$ cat src/logic/flc_pkg.sv
// constants, command codes and carrier types of the parallel NOR flash host controller
// assumes a single 125 MHz clock domain; the flash itself is reached only through its pins
`default_nettype none

package flc_pkg;
   localparam int FLC_CLK_NS = 8;
   localparam int FLC_AW = 24;
   localparam int FLC_DW = 16;
   localparam int FLC_BLK_LSB = 17;
   localparam int FLC_READY_BIT = 7;

   // pin timing figures in ns and synchroniser depth in cycles; plain defaults, tune to the part fitted
   localparam int FLC_RST_LOW_NS = 25000;
   localparam int FLC_RST_WRITE_NS = 1000;
   localparam int FLC_RST_READ_NS = 200;
   localparam int FLC_SETUP_NS = 20;
   localparam int FLC_WE_NS = 70;
   localparam int FLC_OE_NS = 150;
   localparam int FLC_HOLD_NS = 20;
   localparam int FLC_SYNC_CYC = 2;

   localparam logic [7:0] FLC_CMD_READ_ARRAY = 8'hff;
   localparam logic [7:0] FLC_CMD_READ_ID = 8'h90;
   localparam logic [7:0] FLC_CMD_READ_QUERY = 8'h98;
   localparam logic [7:0] FLC_CMD_READ_STATUS = 8'h70;
   localparam logic [7:0] FLC_CMD_CLEAR_STATUS = 8'h50;
   localparam logic [7:0] FLC_CMD_BUF_PROG = 8'he8;
   localparam logic [7:0] FLC_CMD_PROG_A = 8'h40;
   localparam logic [7:0] FLC_CMD_PROG_B = 8'h10;
   localparam logic [7:0] FLC_CMD_ERASE = 8'h20;
   localparam logic [7:0] FLC_CMD_SUSPEND = 8'hb0;
   localparam logic [7:0] FLC_CMD_CONFIRM = 8'hd0;
   localparam logic [7:0] FLC_CMD_CONFIG = 8'hb8;
   localparam logic [7:0] FLC_CMD_LOCK = 8'h60;
   localparam logic [7:0] FLC_CMD_LOCK_SET = 8'h01;
   localparam logic [7:0] FLC_CMD_PROT_PROG = 8'hc0;

   localparam logic [4:0] FLC_BUF_MAX_WORD = 5'h0f;
   localparam logic [4:0] FLC_BUF_MAX_BYTE = 5'h1f;

   localparam logic [1:0] FLC_OP_READ = 2'h0;
   localparam logic [1:0] FLC_OP_WRITE = 2'h1;
   localparam logic [1:0] FLC_OP_RESET = 2'h2;

   typedef enum logic [2:0] {ST_RST, ST_IDLE, ST_SETUP, ST_STROBE, ST_HOLD} flc_bus_t;
   typedef enum logic [2:0] {SQ_IDLE, SQ_ERASE, SQ_LOCK, SQ_DATA, SQ_BUF_WAIT, SQ_BUF_CNT, SQ_BUF_DATA,
                             SQ_BUF_CONF} flc_seq_t;

   typedef struct packed {
      logic [1:0] op;
      logic [FLC_AW-1:0] addr;
      logic [FLC_DW-1:0] data;
   } flc_req_t;

   typedef struct packed {
      logic chip_select_0;
      logic chip_select_1;
      logic chip_select_2;
      logic oe_n;
      logic we_n;
      logic reset_powerdown_n;
      logic program_enable_supply;
      logic [FLC_AW-1:0] addr;
      logic [FLC_DW-1:0] dq_o;
      logic dq_oe;
   } flc_pins_t;

   typedef struct packed {
      flc_bus_t st;
      flc_seq_t seq;
      flc_pins_t pins;
      flc_req_t req;
      logic [15:0] cnt;
      logic [15:0] since;
      logic [4:0] left;
      logic [FLC_AW-FLC_BLK_LSB-1:0] blk;
      logic rdy;
      logic rsp_valid;
      logic rsp_err;
      logic [FLC_DW-1:0] rsp_data;
      logic [FLC_DW-1:0] dq_s1;
      logic [FLC_DW-1:0] dq_s2;
      logic bz_s1;
      logic bz_s2;
      logic busy;
   } flc_state_t;

   // flash held in reset/power-down, bus idle and deselected
   localparam flc_state_t FLC_STATE_RST = '{
      st: ST_RST,
      seq: SQ_IDLE,
      pins: '{chip_select_0: 1'b1, oe_n: 1'b1, we_n: 1'b1, default: '0},
      // busy pin idles high; a low reset value would flag a false busy after reset
      bz_s1: 1'b1,
      bz_s2: 1'b1,
      default: '0
   };
endpackage : flc_pkg

`default_nettype wire

$ cat src/logic/flc_host.sv
// host-side controller for an asynchronous parallel NOR flash: pin sequencing and command checks
// assumes requests from logic on MCLK; flash data and busy pins are asynchronous and are synchronised
//
// What this block does
// - hold reset minimum, wait recovery and wake-up
// - flash reset driven from system reset
// - erase is setup then confirm, same block
// - buffer: setup, count, N+1 data, confirm
// - check buffer available before sending count
// - host writes only defined command codes
`default_nettype none

module flc_host
   import flc_pkg::*;
#(
   parameter int RESET_LOW_MIN_NS = FLC_RST_LOW_NS,
   parameter int RESET_TO_WRITE_NS = FLC_RST_WRITE_NS,
   parameter int RESET_TO_READ_NS = FLC_RST_READ_NS,
   parameter bit BYTE_MODE = 1'b0
) (
   input wire logic MCLK,
   input wire logic ARST_N,
   input wire logic REQ_VALID,
   input wire flc_req_t REQ,
   output logic REQ_READY,
   output logic RSP_VALID,
   output logic RSP_ERR,
   output logic [FLC_DW-1:0] RSP_DATA,
   input wire logic PROGRAM_ALLOW,
   output flc_pins_t FLASH,
   input wire logic [FLC_DW-1:0] DQ_I,
   input wire logic BUSY_STATUS_PIN,
   output logic FLASH_BUSY
);
   // least times round up to whole cycles
   localparam int RST_LOW_CYC = (RESET_LOW_MIN_NS + FLC_CLK_NS - 1) / FLC_CLK_NS;
   localparam int WR_REC_CYC = (RESET_TO_WRITE_NS + FLC_CLK_NS - 1) / FLC_CLK_NS;
   localparam int RD_REC_CYC = (RESET_TO_READ_NS + FLC_CLK_NS - 1) / FLC_CLK_NS;
   localparam int REC_CYC = (WR_REC_CYC > RD_REC_CYC) ? WR_REC_CYC : RD_REC_CYC;
   localparam int SETUP_CYC = (FLC_SETUP_NS + FLC_CLK_NS - 1) / FLC_CLK_NS;
   localparam int WE_CYC = (FLC_WE_NS + FLC_CLK_NS - 1) / FLC_CLK_NS;
   // read strobe also covers the two-flop delay of the data synchroniser
   localparam int OE_CYC = (FLC_OE_NS + FLC_CLK_NS - 1) / FLC_CLK_NS + FLC_SYNC_CYC;
   localparam int HOLD_CYC = (FLC_HOLD_NS + FLC_CLK_NS - 1) / FLC_CLK_NS;
   localparam logic [4:0] NMAX = BYTE_MODE ? FLC_BUF_MAX_BYTE : FLC_BUF_MAX_WORD;

   flc_state_t s;
   flc_state_t n;
   logic taken;
   logic same_blk;

   function automatic logic code_defined(input logic [7:0] c);
      case (c)
         FLC_CMD_READ_ARRAY, FLC_CMD_READ_ID, FLC_CMD_READ_QUERY, FLC_CMD_READ_STATUS, FLC_CMD_CLEAR_STATUS,
         FLC_CMD_BUF_PROG, FLC_CMD_PROG_A, FLC_CMD_PROG_B, FLC_CMD_ERASE, FLC_CMD_SUSPEND, FLC_CMD_CONFIRM,
         FLC_CMD_CONFIG, FLC_CMD_LOCK, FLC_CMD_PROT_PROG: code_defined = 1'b1;
         default: code_defined = 1'b0;
      endcase
   endfunction : code_defined

   function automatic logic needs_program_enable_supply(input logic [7:0] c);
      case (c)
         FLC_CMD_BUF_PROG, FLC_CMD_PROG_A, FLC_CMD_PROG_B, FLC_CMD_ERASE, FLC_CMD_LOCK,
         FLC_CMD_PROT_PROG: needs_program_enable_supply = 1'b1;
         default: needs_program_enable_supply = 1'b0;
      endcase
   endfunction : needs_program_enable_supply

   // whether a write of code c is allowed at this point of a sequence
   function automatic logic legal_write(input flc_seq_t sq, input logic [7:0] c, input logic sb, input logic vp);
      case (sq)
         SQ_IDLE: legal_write = code_defined(c) && (vp || !needs_program_enable_supply(c));
         SQ_ERASE: legal_write = (c == FLC_CMD_CONFIRM) && sb;
         SQ_LOCK: legal_write = (c == FLC_CMD_LOCK_SET) || (c == FLC_CMD_CONFIRM);
         SQ_DATA, SQ_BUF_DATA: legal_write = 1'b1;
         SQ_BUF_WAIT: legal_write = 1'b0;
         SQ_BUF_CNT: legal_write = sb && (c <= {3'h0, NMAX});
         SQ_BUF_CONF: legal_write = (c == FLC_CMD_CONFIRM);
         default: legal_write = 1'b0;
      endcase
   endfunction : legal_write

   assign taken = REQ_VALID && s.rdy;
   assign same_blk = (REQ.addr[FLC_AW-1:FLC_BLK_LSB] == s.blk);

   always_comb begin
      n = s;
      n.rsp_valid = 1'b0;
      n.rsp_err = 1'b0;
      n.dq_s1 = DQ_I;
      n.dq_s2 = s.dq_s1;
      n.bz_s1 = BUSY_STATUS_PIN;
      n.bz_s2 = s.bz_s1;
      n.busy = !s.bz_s2;
      n.pins.program_enable_supply = PROGRAM_ALLOW;
      if (!s.pins.reset_powerdown_n) begin
         n.since = 16'h0000;
      end else if (s.since != 16'hffff) begin
         n.since = s.since + 16'h0001;
      end
      case (s.st)
         ST_RST: begin
            if (s.cnt >= 16'(RST_LOW_CYC - 1)) begin
               n.pins.reset_powerdown_n = 1'b1;
               n.st = ST_IDLE;
               n.cnt = 16'h0000;
               n.rsp_valid = 1'b1;
               n.seq = SQ_IDLE;
            end else begin
               n.cnt = s.cnt + 16'h0001;
            end
         end
         ST_IDLE: begin
            if (taken) begin
               n.req = REQ;
               if (REQ.op == FLC_OP_RESET) begin
                  // any running operation is aborted; contents it touched are suspect
                  n.st = ST_RST;
                  n.cnt = 16'h0000;
                  n.pins.reset_powerdown_n = 1'b0;
               end else if ((REQ.op == FLC_OP_WRITE) &&
                            !legal_write(s.seq, REQ.data[7:0], same_blk, PROGRAM_ALLOW)) begin
                  n.rsp_valid = 1'b1;
                  n.rsp_err = 1'b1;
               end else begin
                  n.st = ST_SETUP;
                  n.cnt = 16'h0000;
                  n.pins.chip_select_0 = 1'b0;
                  n.pins.addr = REQ.addr;
                  if (REQ.op == FLC_OP_WRITE) begin
                     n.pins.dq_oe = 1'b1;
                     if ((s.seq == SQ_DATA) || (s.seq == SQ_BUF_DATA)) begin
                        n.pins.dq_o = REQ.data;
                     end else begin
                        n.pins.dq_o = {8'h00, REQ.data[7:0]};
                     end
                  end
               end
            end
         end
         ST_SETUP: begin
            if (s.cnt >= 16'(SETUP_CYC - 1)) begin
               n.st = ST_STROBE;
               n.cnt = 16'h0000;
               if (s.req.op == FLC_OP_READ) begin
                  n.pins.oe_n = 1'b0;
               end else begin
                  n.pins.we_n = 1'b0;
               end
            end else begin
               n.cnt = s.cnt + 16'h0001;
            end
         end
         ST_STROBE: begin
            if (s.cnt >= 16'(((s.req.op == FLC_OP_READ) ? OE_CYC : WE_CYC) - 1)) begin
               // data stays driven past the write strobe rise, where the flash latches it
               n.pins.oe_n = 1'b1;
               n.pins.we_n = 1'b1;
               n.st = ST_HOLD;
               n.cnt = 16'h0000;
               if (s.req.op == FLC_OP_READ) begin
                  n.rsp_data = s.dq_s2;
               end
            end else begin
               n.cnt = s.cnt + 16'h0001;
            end
         end
         ST_HOLD: begin
            if (s.cnt >= 16'(HOLD_CYC - 1)) begin
               n.pins.chip_select_0 = 1'b1;
               n.pins.dq_oe = 1'b0;
               n.st = ST_IDLE;
               n.cnt = 16'h0000;
               n.rsp_valid = 1'b1;
               if (s.req.op == FLC_OP_READ) begin
                  if (s.seq == SQ_BUF_WAIT) begin
                     n.seq = s.rsp_data[FLC_READY_BIT] ? SQ_BUF_CNT : SQ_IDLE;
                  end
               end else begin
                  case (s.seq)
                     SQ_IDLE: begin
                        n.blk = s.req.addr[FLC_AW-1:FLC_BLK_LSB];
                        case (s.pins.dq_o[7:0])
                           FLC_CMD_ERASE: n.seq = SQ_ERASE;
                           FLC_CMD_BUF_PROG: n.seq = SQ_BUF_WAIT;
                           FLC_CMD_PROG_A, FLC_CMD_PROG_B, FLC_CMD_PROT_PROG: n.seq = SQ_DATA;
                           FLC_CMD_CONFIG: n.seq = SQ_DATA;
                           FLC_CMD_LOCK: n.seq = SQ_LOCK;
                           default: n.seq = SQ_IDLE;
                        endcase
                     end
                     SQ_BUF_CNT: begin
                        n.left = s.pins.dq_o[4:0];
                        n.seq = SQ_BUF_DATA;
                     end
                     SQ_BUF_DATA: begin
                        if (s.left == 5'h00) begin
                           n.seq = SQ_BUF_CONF;
                        end else begin
                           n.left = s.left - 5'h01;
                        end
                     end
                     default: n.seq = SQ_IDLE;
                  endcase
               end
            end else begin
               n.cnt = s.cnt + 16'h0001;
            end
         end
         default: n.st = ST_RST;
      endcase
      n.rdy = (n.st == ST_IDLE) && (s.since >= 16'(REC_CYC)) && !taken;
   end

   always_ff @(posedge MCLK or negedge ARST_N) begin
      if (!ARST_N) begin
         s <= FLC_STATE_RST;
      end else begin
         s <= n;
      end
   end

   assign FLASH = s.pins;
   assign REQ_READY = s.rdy;
   assign RSP_VALID = s.rsp_valid;
   assign RSP_ERR = s.rsp_err;
   assign RSP_DATA = s.rsp_data;
   assign FLASH_BUSY = s.busy;

   chk_rst_low_hold: assert property (@(posedge MCLK) disable iff (!ARST_N)
      $rose(FLASH.reset_powerdown_n) |-> $past(s.cnt) == 16'(RST_LOW_CYC - 1))
      else $error("reset released before minimum low time");
   chk_write_recovery: assert property (@(posedge MCLK) disable iff (!ARST_N)
      $fell(FLASH.we_n) |-> s.since >= 16'(WR_REC_CYC))
      else $error("write strobe too soon after reset release");
   chk_read_wakeup: assert property (@(posedge MCLK) disable iff (!ARST_N)
      $fell(FLASH.oe_n) |-> s.since >= 16'(RD_REC_CYC))
      else $error("read strobe too soon after reset release");
   chk_sys_reset: assert property (@(posedge MCLK) disable iff (1'b0)
      !ARST_N |-> !FLASH.reset_powerdown_n && FLASH.chip_select_0)
      else $error("flash not held in reset with system reset");
   chk_code_defined: assert property (@(posedge MCLK) disable iff (!ARST_N)
      $fell(FLASH.we_n) && (s.seq == SQ_IDLE) |-> code_defined(FLASH.dq_o[7:0]))
      else $error("undefined command code written");
   chk_erase_confirm: assert property (@(posedge MCLK) disable iff (!ARST_N)
      $fell(FLASH.we_n) && (s.seq == SQ_ERASE) |->
      (FLASH.dq_o[7:0] == FLC_CMD_CONFIRM) && (FLASH.addr[FLC_AW-1:FLC_BLK_LSB] == s.blk))
      else $error("erase setup not followed by confirm in same block");
   chk_buf_status: assert property (@(posedge MCLK) disable iff (!ARST_N)
      $fell(FLASH.we_n) |-> s.seq != SQ_BUF_WAIT)
      else $error("buffer write before availability check");
   chk_buf_count: assert property (@(posedge MCLK) disable iff (!ARST_N)
      $fell(FLASH.we_n) && (s.seq == SQ_BUF_CNT) |-> FLASH.dq_o[7:0] <= {3'h0, NMAX})
      else $error("buffer count out of range");
   chk_buf_confirm: assert property (@(posedge MCLK) disable iff (!ARST_N)
      $fell(FLASH.we_n) && (s.seq == SQ_BUF_CONF) |-> FLASH.dq_o[7:0] == FLC_CMD_CONFIRM)
      else $error("buffer data not followed by confirm");
   chk_strobe_width: assert property (@(posedge MCLK) disable iff (!ARST_N)
      $fell(FLASH.we_n) |-> !FLASH.we_n [*2] ##(WE_CYC - 1) FLASH.we_n && FLASH.dq_oe && !FLASH.chip_select_0)
      else $error("write strobe width or data hold wrong");
endmodule : flc_host

`default_nettype wire

$ cat config.mk
export PLATFORM = sky130hd
export DESIGN_NAME = flc_host
export DESIGN_NICKNAME = d
export VERILOG_FILES = /design/src/logic/flc_pkg.sv /design/src/logic/flc_host.sv
export SDC_FILE = /design/constraint.sdc
export NUM_CORES = 1
export LEC_CHECK = 0
export BUFFER_PORTS_ARGS = -buffer_cell sky130_fd_sc_hd__buf_4
export CAP_MARGIN = 20
export CORE_MARGIN = 10
export CORE_UTILIZATION = 55
export CTS_CLUSTER_DIAMETER = 60
export CTS_CLUSTER_SIZE = 28
export DETAILED_ROUTE_END_ITERATION = 8
export GPL_ROUTABILITY_DRIVEN = 1
export PLACE_DENSITY = 0.79
export SLEW_MARGIN = 20
export SYNTH_ARGS = -nofsm -noshare
export SYNTH_HDL_FRONTEND = slang
export SYNTH_SLANG_ARGS = --single-unit
$ cat constraint.sdc
create_clock -name MCLK -period 3.05 [get_ports MCLK]
set_input_delay 0.7625 -clock MCLK [delete_from_list [all_inputs] [get_ports MCLK]]
set_output_delay 0.7625 -clock MCLK [all_outputs]
set_load 0.01 [all_outputs]
After elaboration in Yosys (flattened, before gate mapping)
Index checks and enable logic that the tools add are counted.

Eq/ne operators: 54. Reductions and logical operators: 42. Add/subtract/negate cells: 4. Bitwise gates (word level): 3. Magnitude comparators: 5. Muxes and demuxes: 67.

Operators by type and width (number): $mux W16 (8); $eq A8 B8 Y1 const B (11); $pmux W16 S4 (1); $mux W59 (1); $eq A8 B7 Y1 const B (6); $add A16 B1 Y16 const B (2); $mux W1 (28); $mux W3 (9); $ne A2 B2 Y1 const B (12); $reduce_and A4 Y1 (5); $reduce_and A5 Y1 (4); $eq A8 B5 Y1 const B (2); $eq A8 B6 Y1 const B (2); $ge A16 B12 Y1 const B (1); $ge A16 B16 Y1 (1); $ge A16 B2 Y1 const B (1); $ge A16 B7 Y1 const B (1); $ne A16 B16 Y1 const B (1); $eq A3 B3 Y1 const B (5); $pmux W3 S5 (1); $reduce_or A14 Y1 (1); $eq A3 B2 Y1 const B (4); $pmux W3 S4 (1); $mux W2 (5); 36 further kinds (62).

Input port bits: 63. Bits in registers: 192. Logic and storage cells: 201. Output and inout port bits: 68.

Logic depth before layout (Yosys ltp)
Depth after elaboration: 23. Gate-level depth with buffers: 12. Mapped depth without buffers: 10.

Worst setup path after synthesis
No wires, ideal clock.

Kind: input to register. Start: in REQ[7] in the netlist's numbering. End: reg s (netlist bit FLASH[22]). Slack: 231 ps. Data required time: 2925 ps. Data arrival time: 2694 ps. Buffers on the path: 2. Stages: 9. Setup time: 125 ps. Cells stage by stage: buf_2 -> or4b_4 -> a311oi_2 -> a311oi_1 -> o21ai_2 -> nand2_4 -> a21oi_4 -> buf_12 -> mux2_4.

Word-level cells in the longest chain between the ends: 18. Elaborated cells between the ends (all ways): 42. Classes of those cells: order compare: 1; eq/ne: 15; mux: 14; bitwise: 1; reduce/logical: 11.

RTL lines: start: declaration (RTL line flc_host.sv:24) `input wire flc_req_t REQ,`; $eq A8 B8 Y1, or another cell as far along (RTL line flc_host.sv:53, flc_host.sv:62); $reduce_or A6 Y1 (RTL line flc_host.sv:62) `case (c)`; $mux W1 (RTL line flc_host.sv:62); $mux W1 (RTL line flc_host.sv:71) `case (sq)`; $mux W1 (RTL line flc_host.sv:116) `if (REQ.op == FLC_OP_RESET) begin`; $mux W1 (RTL line flc_host.sv:114) `if (taken) begin`; $mux W1 (RTL line flc_host.sv:101) `case (s.st)`; $logic_not A1 Y1 (RTL line flc_host.sv:72) `SQ_IDLE: legal_write = code_defined(c) && (vp || !needs_program_enable_supply(c));`; (+2 left out); $pmux W1 S7 (*) (RTL line flc_host.sv:71); $mux W1 (*) (RTL line flc_host.sv:116); $mux W1 (*) (RTL line flc_host.sv:114); $mux W1 (*) (RTL line flc_host.sv:101); $logic_not A1 Y1 (*) (RTL line flc_host.sv:122) `!legal_write(s.seq, REQ.data[7:0], same_blk, PROGRAM_ALLOW)) begin`; $logic_and A1 B1 Y1 (*) (RTL line flc_host.sv:121) `end else if ((REQ.op == FLC_OP_WRITE) &&`; $not A1 Y1 (no source line) (*); $reduce_and A4 Y1 (no source line) (*); end signal: assignment (RTL line flc_host.sv:219) `s <= n;`; end: declaration (RTL line flc_host.sv:47) `flc_state_t s;`.

Every way passes the cells marked *; elsewhere a longest branch is shown, timed or not. The select of a mux whose other input is x is not followed. A chain may end at the register's enable or synchronous reset.

Worst setup path in the final report
Start: reg s[139] in the netlist's numbering. End: reg s (netlist bit RSP_DATA[1]).

Word-level cells in the longest chain between the ends: 5.

RTL lines: $logic_not A2 Y1 (*) (RTL line flc_host.sv:155, flc_host.sv:161); $mux W5 (RTL line flc_host.sv:155) `if (s.cnt >= 16'(((s.req.op == FLC_OP_READ) ? OE_CYC : WE_CYC) - 1)) begin`; $sub A5 B1 Y6 (RTL line flc_host.sv:155); $ge A16 B16 Y1 (RTL line flc_host.sv:155); $reduce_and A3 Y1 (no source line) (*).

Every way passes the cells marked *; elsewhere a longest branch is shown, timed or not.

==> reports/metrics.yaml <==
sta:
  fmax_ghz: 0.3639
  period_needed_ps: 2748
  setup-violations-final: 0
  slew_violations: 0
  tightest_slew_ps: 682.4
  fin_crit_sh_pct: 90.11
  rsz0062_at_grt: "no"
  hold_viol: 0
  maxSlewHeadroom_pct: 54.31
  skew_ps: 11.47
  setup_ws_ps: 301.8
worst_setup_path:
  setup.worst_path.start_class: "flop"
  worstRegToRegCells: 10
  endpoint_kind: "flop"
  cp.required_ps: 3360
  cp.arrival_ps: 3060
  rr_endpoint: "RSP_DATA[1]$_DFFE_PN0P_"
  timing.rr.start: "s[139]$_DFFE_PN0P_"
  crit_type: "reg -> reg"
  crit_fanout: 16
  rrSetupSlack_ps: 300
cts:
  clock_latency_ps: 430
  cts_hold_buf: 0
  cts.sinks: 159
  cts_setup_buffers: 0
  cts_tree: "done"
  cts_buffers: 17
  clockBufferDepth: 2
  cts-root-buf: "clkbuf_16"
  ctsResizeCount: 0
  htreeDepth: 4
  clk_pin_slew_ps: 70
detailed_routing:
  route.detailed.drc: 0
  first_pass_iters: 5
  wl_met3_um: 1370
  vias_per_cell: 5.710
  drtIter0Drc: 524
  top_layer_used: "met4"
  wl_per_cell_um: 18.51
  dr_total_vias: 5282
  wl_met1_um: 6902
  drt-total-wl_um: 17120
  postRouteAntennaNets: 0
  met2WireLength_um: 8576
final_layout:
  finish.instance_area_um2: 8852
  mostFrequentLayoutCell: "dfrtp_1"
  syn_to_final_growth_pct: 17.04
  final_cell_mix: "dfrtp_1 (154), buf_4 (134), mux2_2 (46)"
  antenna_cells: 0
  drive_gt1_share_pct: 34.45
  final_util_pct: 66.32
  final_nets: 809
global_routing:
  antenna_found_initial: 0
  grt_start_max_net_pins: 71
  grt_pass1_wl_um: 27570
  gr-total-overflow: 0
  grt_usage_pct: 18.44
  first_global_vias: 5315
yosys:
  syn_avg_cell_area_um2: 11.34
  synth_area_um2: 7564
  yosysUniqueCellTypes: 68
  yosys_register_bits: 159
  synth_enable_flop_cells: 0
  yosysWarningCount: 0
  ys.flop_type: "dfrtp_1"
  yosysSeqAreaShare_pct: 52.69
  syn_inst: 667
  async_flop_share_pct: 100.0
place:
  globalplace.congestion: 0.9078
  pre_cts_slack_ps: -68.05
  dpl.hpwl_um: 12420
  io_buffer_count: 128
  placed_cell_area_um2: 8259
pwr:
  sequentialPowerShare_pct: 48.8
  p_leak_nw: 4.225
  power.share.clock_pct: 47.8
  switching_share_pct: 24.56
  power_frac_comb_pct: 3.4
  powerDensity_nw_per_um2: 495.1
  switchingPower_mw: 1.077
  ir_drop_mv: 0.3980
  internal-power_mw: 3.307
  power_mw: 4.383
die:
  start_util_pct: 56.66
  fp.coreArea_um2: 13350
  die_h_um: 137.3
  ios: 131
  fp-row-count: 42
  die_area_um2: 18840
  die_width_um: 137.3
status:
  status: "finished clean"
worst_hold_path:
  hold_class: "in -> async"
run:
  drv_cap: 0
worst max path at each step:
| stage | start | end | slack [ps] | cells after the start |
|---|---|---|---|---|
| 5_1_grt | s[139]$_DFFE_PN0P_ | RSP_DATA[1]$_DFFE_PN0P_ | 180 | 10 |
| 3_5_place_dp | REQ[35] | FLASH[40]$_DFFE_PN0P_ | -70 | 9 |
| 4_1_cts | s[139]$_DFFE_PN0P_ | RSP_DATA[1]$_DFFE_PN0P_ | 350 | 10 |
| 2_1_floorplan | REQ[7] | FLASH[22]$_DFFE_PN0P_ | 230 | 9 |
| 3_3_place_gp | REQ[35] | FLASH[19]$_DFFE_PN0P_ | 40 | 9 |
| 6_report | s[139]$_DFFE_PN0P_ | RSP_DATA[1]$_DFFE_PN0P_ | 300 | 10 |
layout make-up:
type	count	area (um2)
clock buffers	17	425.4
repair buffers	139	1097
multi-input cells	403	2897
clock inverters	15	167.7
inverters	16	60.06
flip-flops and latches	159	3985
fillers	973	4496
well taps	176	220.2
routing by layer:
| layer | vias up | track usage (%) |
|---|---|---|
| met2 | 229 | 30.16 |
| li1 | 2432 | - |
| met5 | - | 0 |
| met4 | 0 | 6.265 |
| met3 | 33 | 5.754 |
| met1 | 2588 | 22.68 |
metrics by stage:
| step | TNS [ps] | hold slack [ps] | cells |
|---|---|---|---|
| after floorplan | 0 | 331.2 | 668 |
| after global placement | 0 | 332.1 | 893 |
| after detailed placement | -872.4 | 337.8 | 893 |
| after CTS | 0 | 348.4 | 925 |
| after global routing | 0 | 353.8 | 925 |
| final | 0 | 326.0 | 925 |
worst max-delay path, cell delays in order (launching register included):
cell and delay (ps):
dfrtp_1 380, or2_2 390, inv_1 160, ha_1 240, nand2_1 60, a21oi_1 60, a211oi_1 330, nand2b_1 250
nand4_1 210, buf_12 180, mux2_2 360
power by group through the flow:
stage | sequential (mW) | combinational, mW | clock (mW)
floorplan | 2.18 | 0.0289 | 0
global placement | 2.18 | 0.146 | 0
detailed placement | 2.18 | 0.152 | 0
CTS | 2.14 | 0.153 | 2.13
global route | 2.14 | 0.166 | 2.22
finish | 2.14 | 0.150 | 2.09
state kept, by name (all words and copies together), names as in the netlist:
signal and count:
REQ_READY 1, n 17, s 76, FLASH_BUSY 1
RSP_ERR 1, FLASH 46, RSP_DATA 16, RSP_VALID 1
cell usage after synthesis (all sizes together), types with 2 or more instances:
cell type | number | area (um2)
a31oi | 3 | 18.77
nand3 | 19 | 100.1
a2111oi | 6 | 52.55
dfrtp | 154 | 3854
nand2b | 6 | 37.54
o21a | 2 | 15.01
nor4 | 6 | 43.79
and2 | 4 | 25.02
xnor2 | 12 | 105.1
or4b | 2 | 27.53
or3 | 5 | 31.28
o211ai | 5 | 37.54
o211a | 3 | 30.03
o311ai | 2 | 17.52
o21ai | 32 | 163.9
nand4 | 13 | 81.33
nor3 | 20 | 100.1
clkbuf | 18 | 67.56
a311oi | 2 | 23.77
a21o | 3 | 23.77
mux2 | 64 | 788.3
nand2 | 42 | 165.2
dfstp | 5 | 131.4
nor2b | 10 | 62.56
and3 | 9 | 56.30
ha | 10 | 125.1
or2 | 6 | 37.54
a22o | 5 | 43.79
inv | 16 | 60.06
buf | 72 | 558.0
o22a | 5 | 43.79
a21oi | 27 | 146.4
nor2 | 41 | 153.9
a211oi | 5 | 37.54
xor2 | 7 | 61.31
o2bb2ai | 6 | 52.55
o221ai | 2 | 23.77
cells by family after synthesis:
group	Yosys count	synth area share (%)
mux	65	10.55
other cells	1	0.04958
compound gates	118	10.93
flops	159	52.69
buf+inv	106	9.065
fa+ha+maj	10	1.654
xor+xnor	19	2.200
simple gates	189	12.85
(Power assumes the default switching activity.)
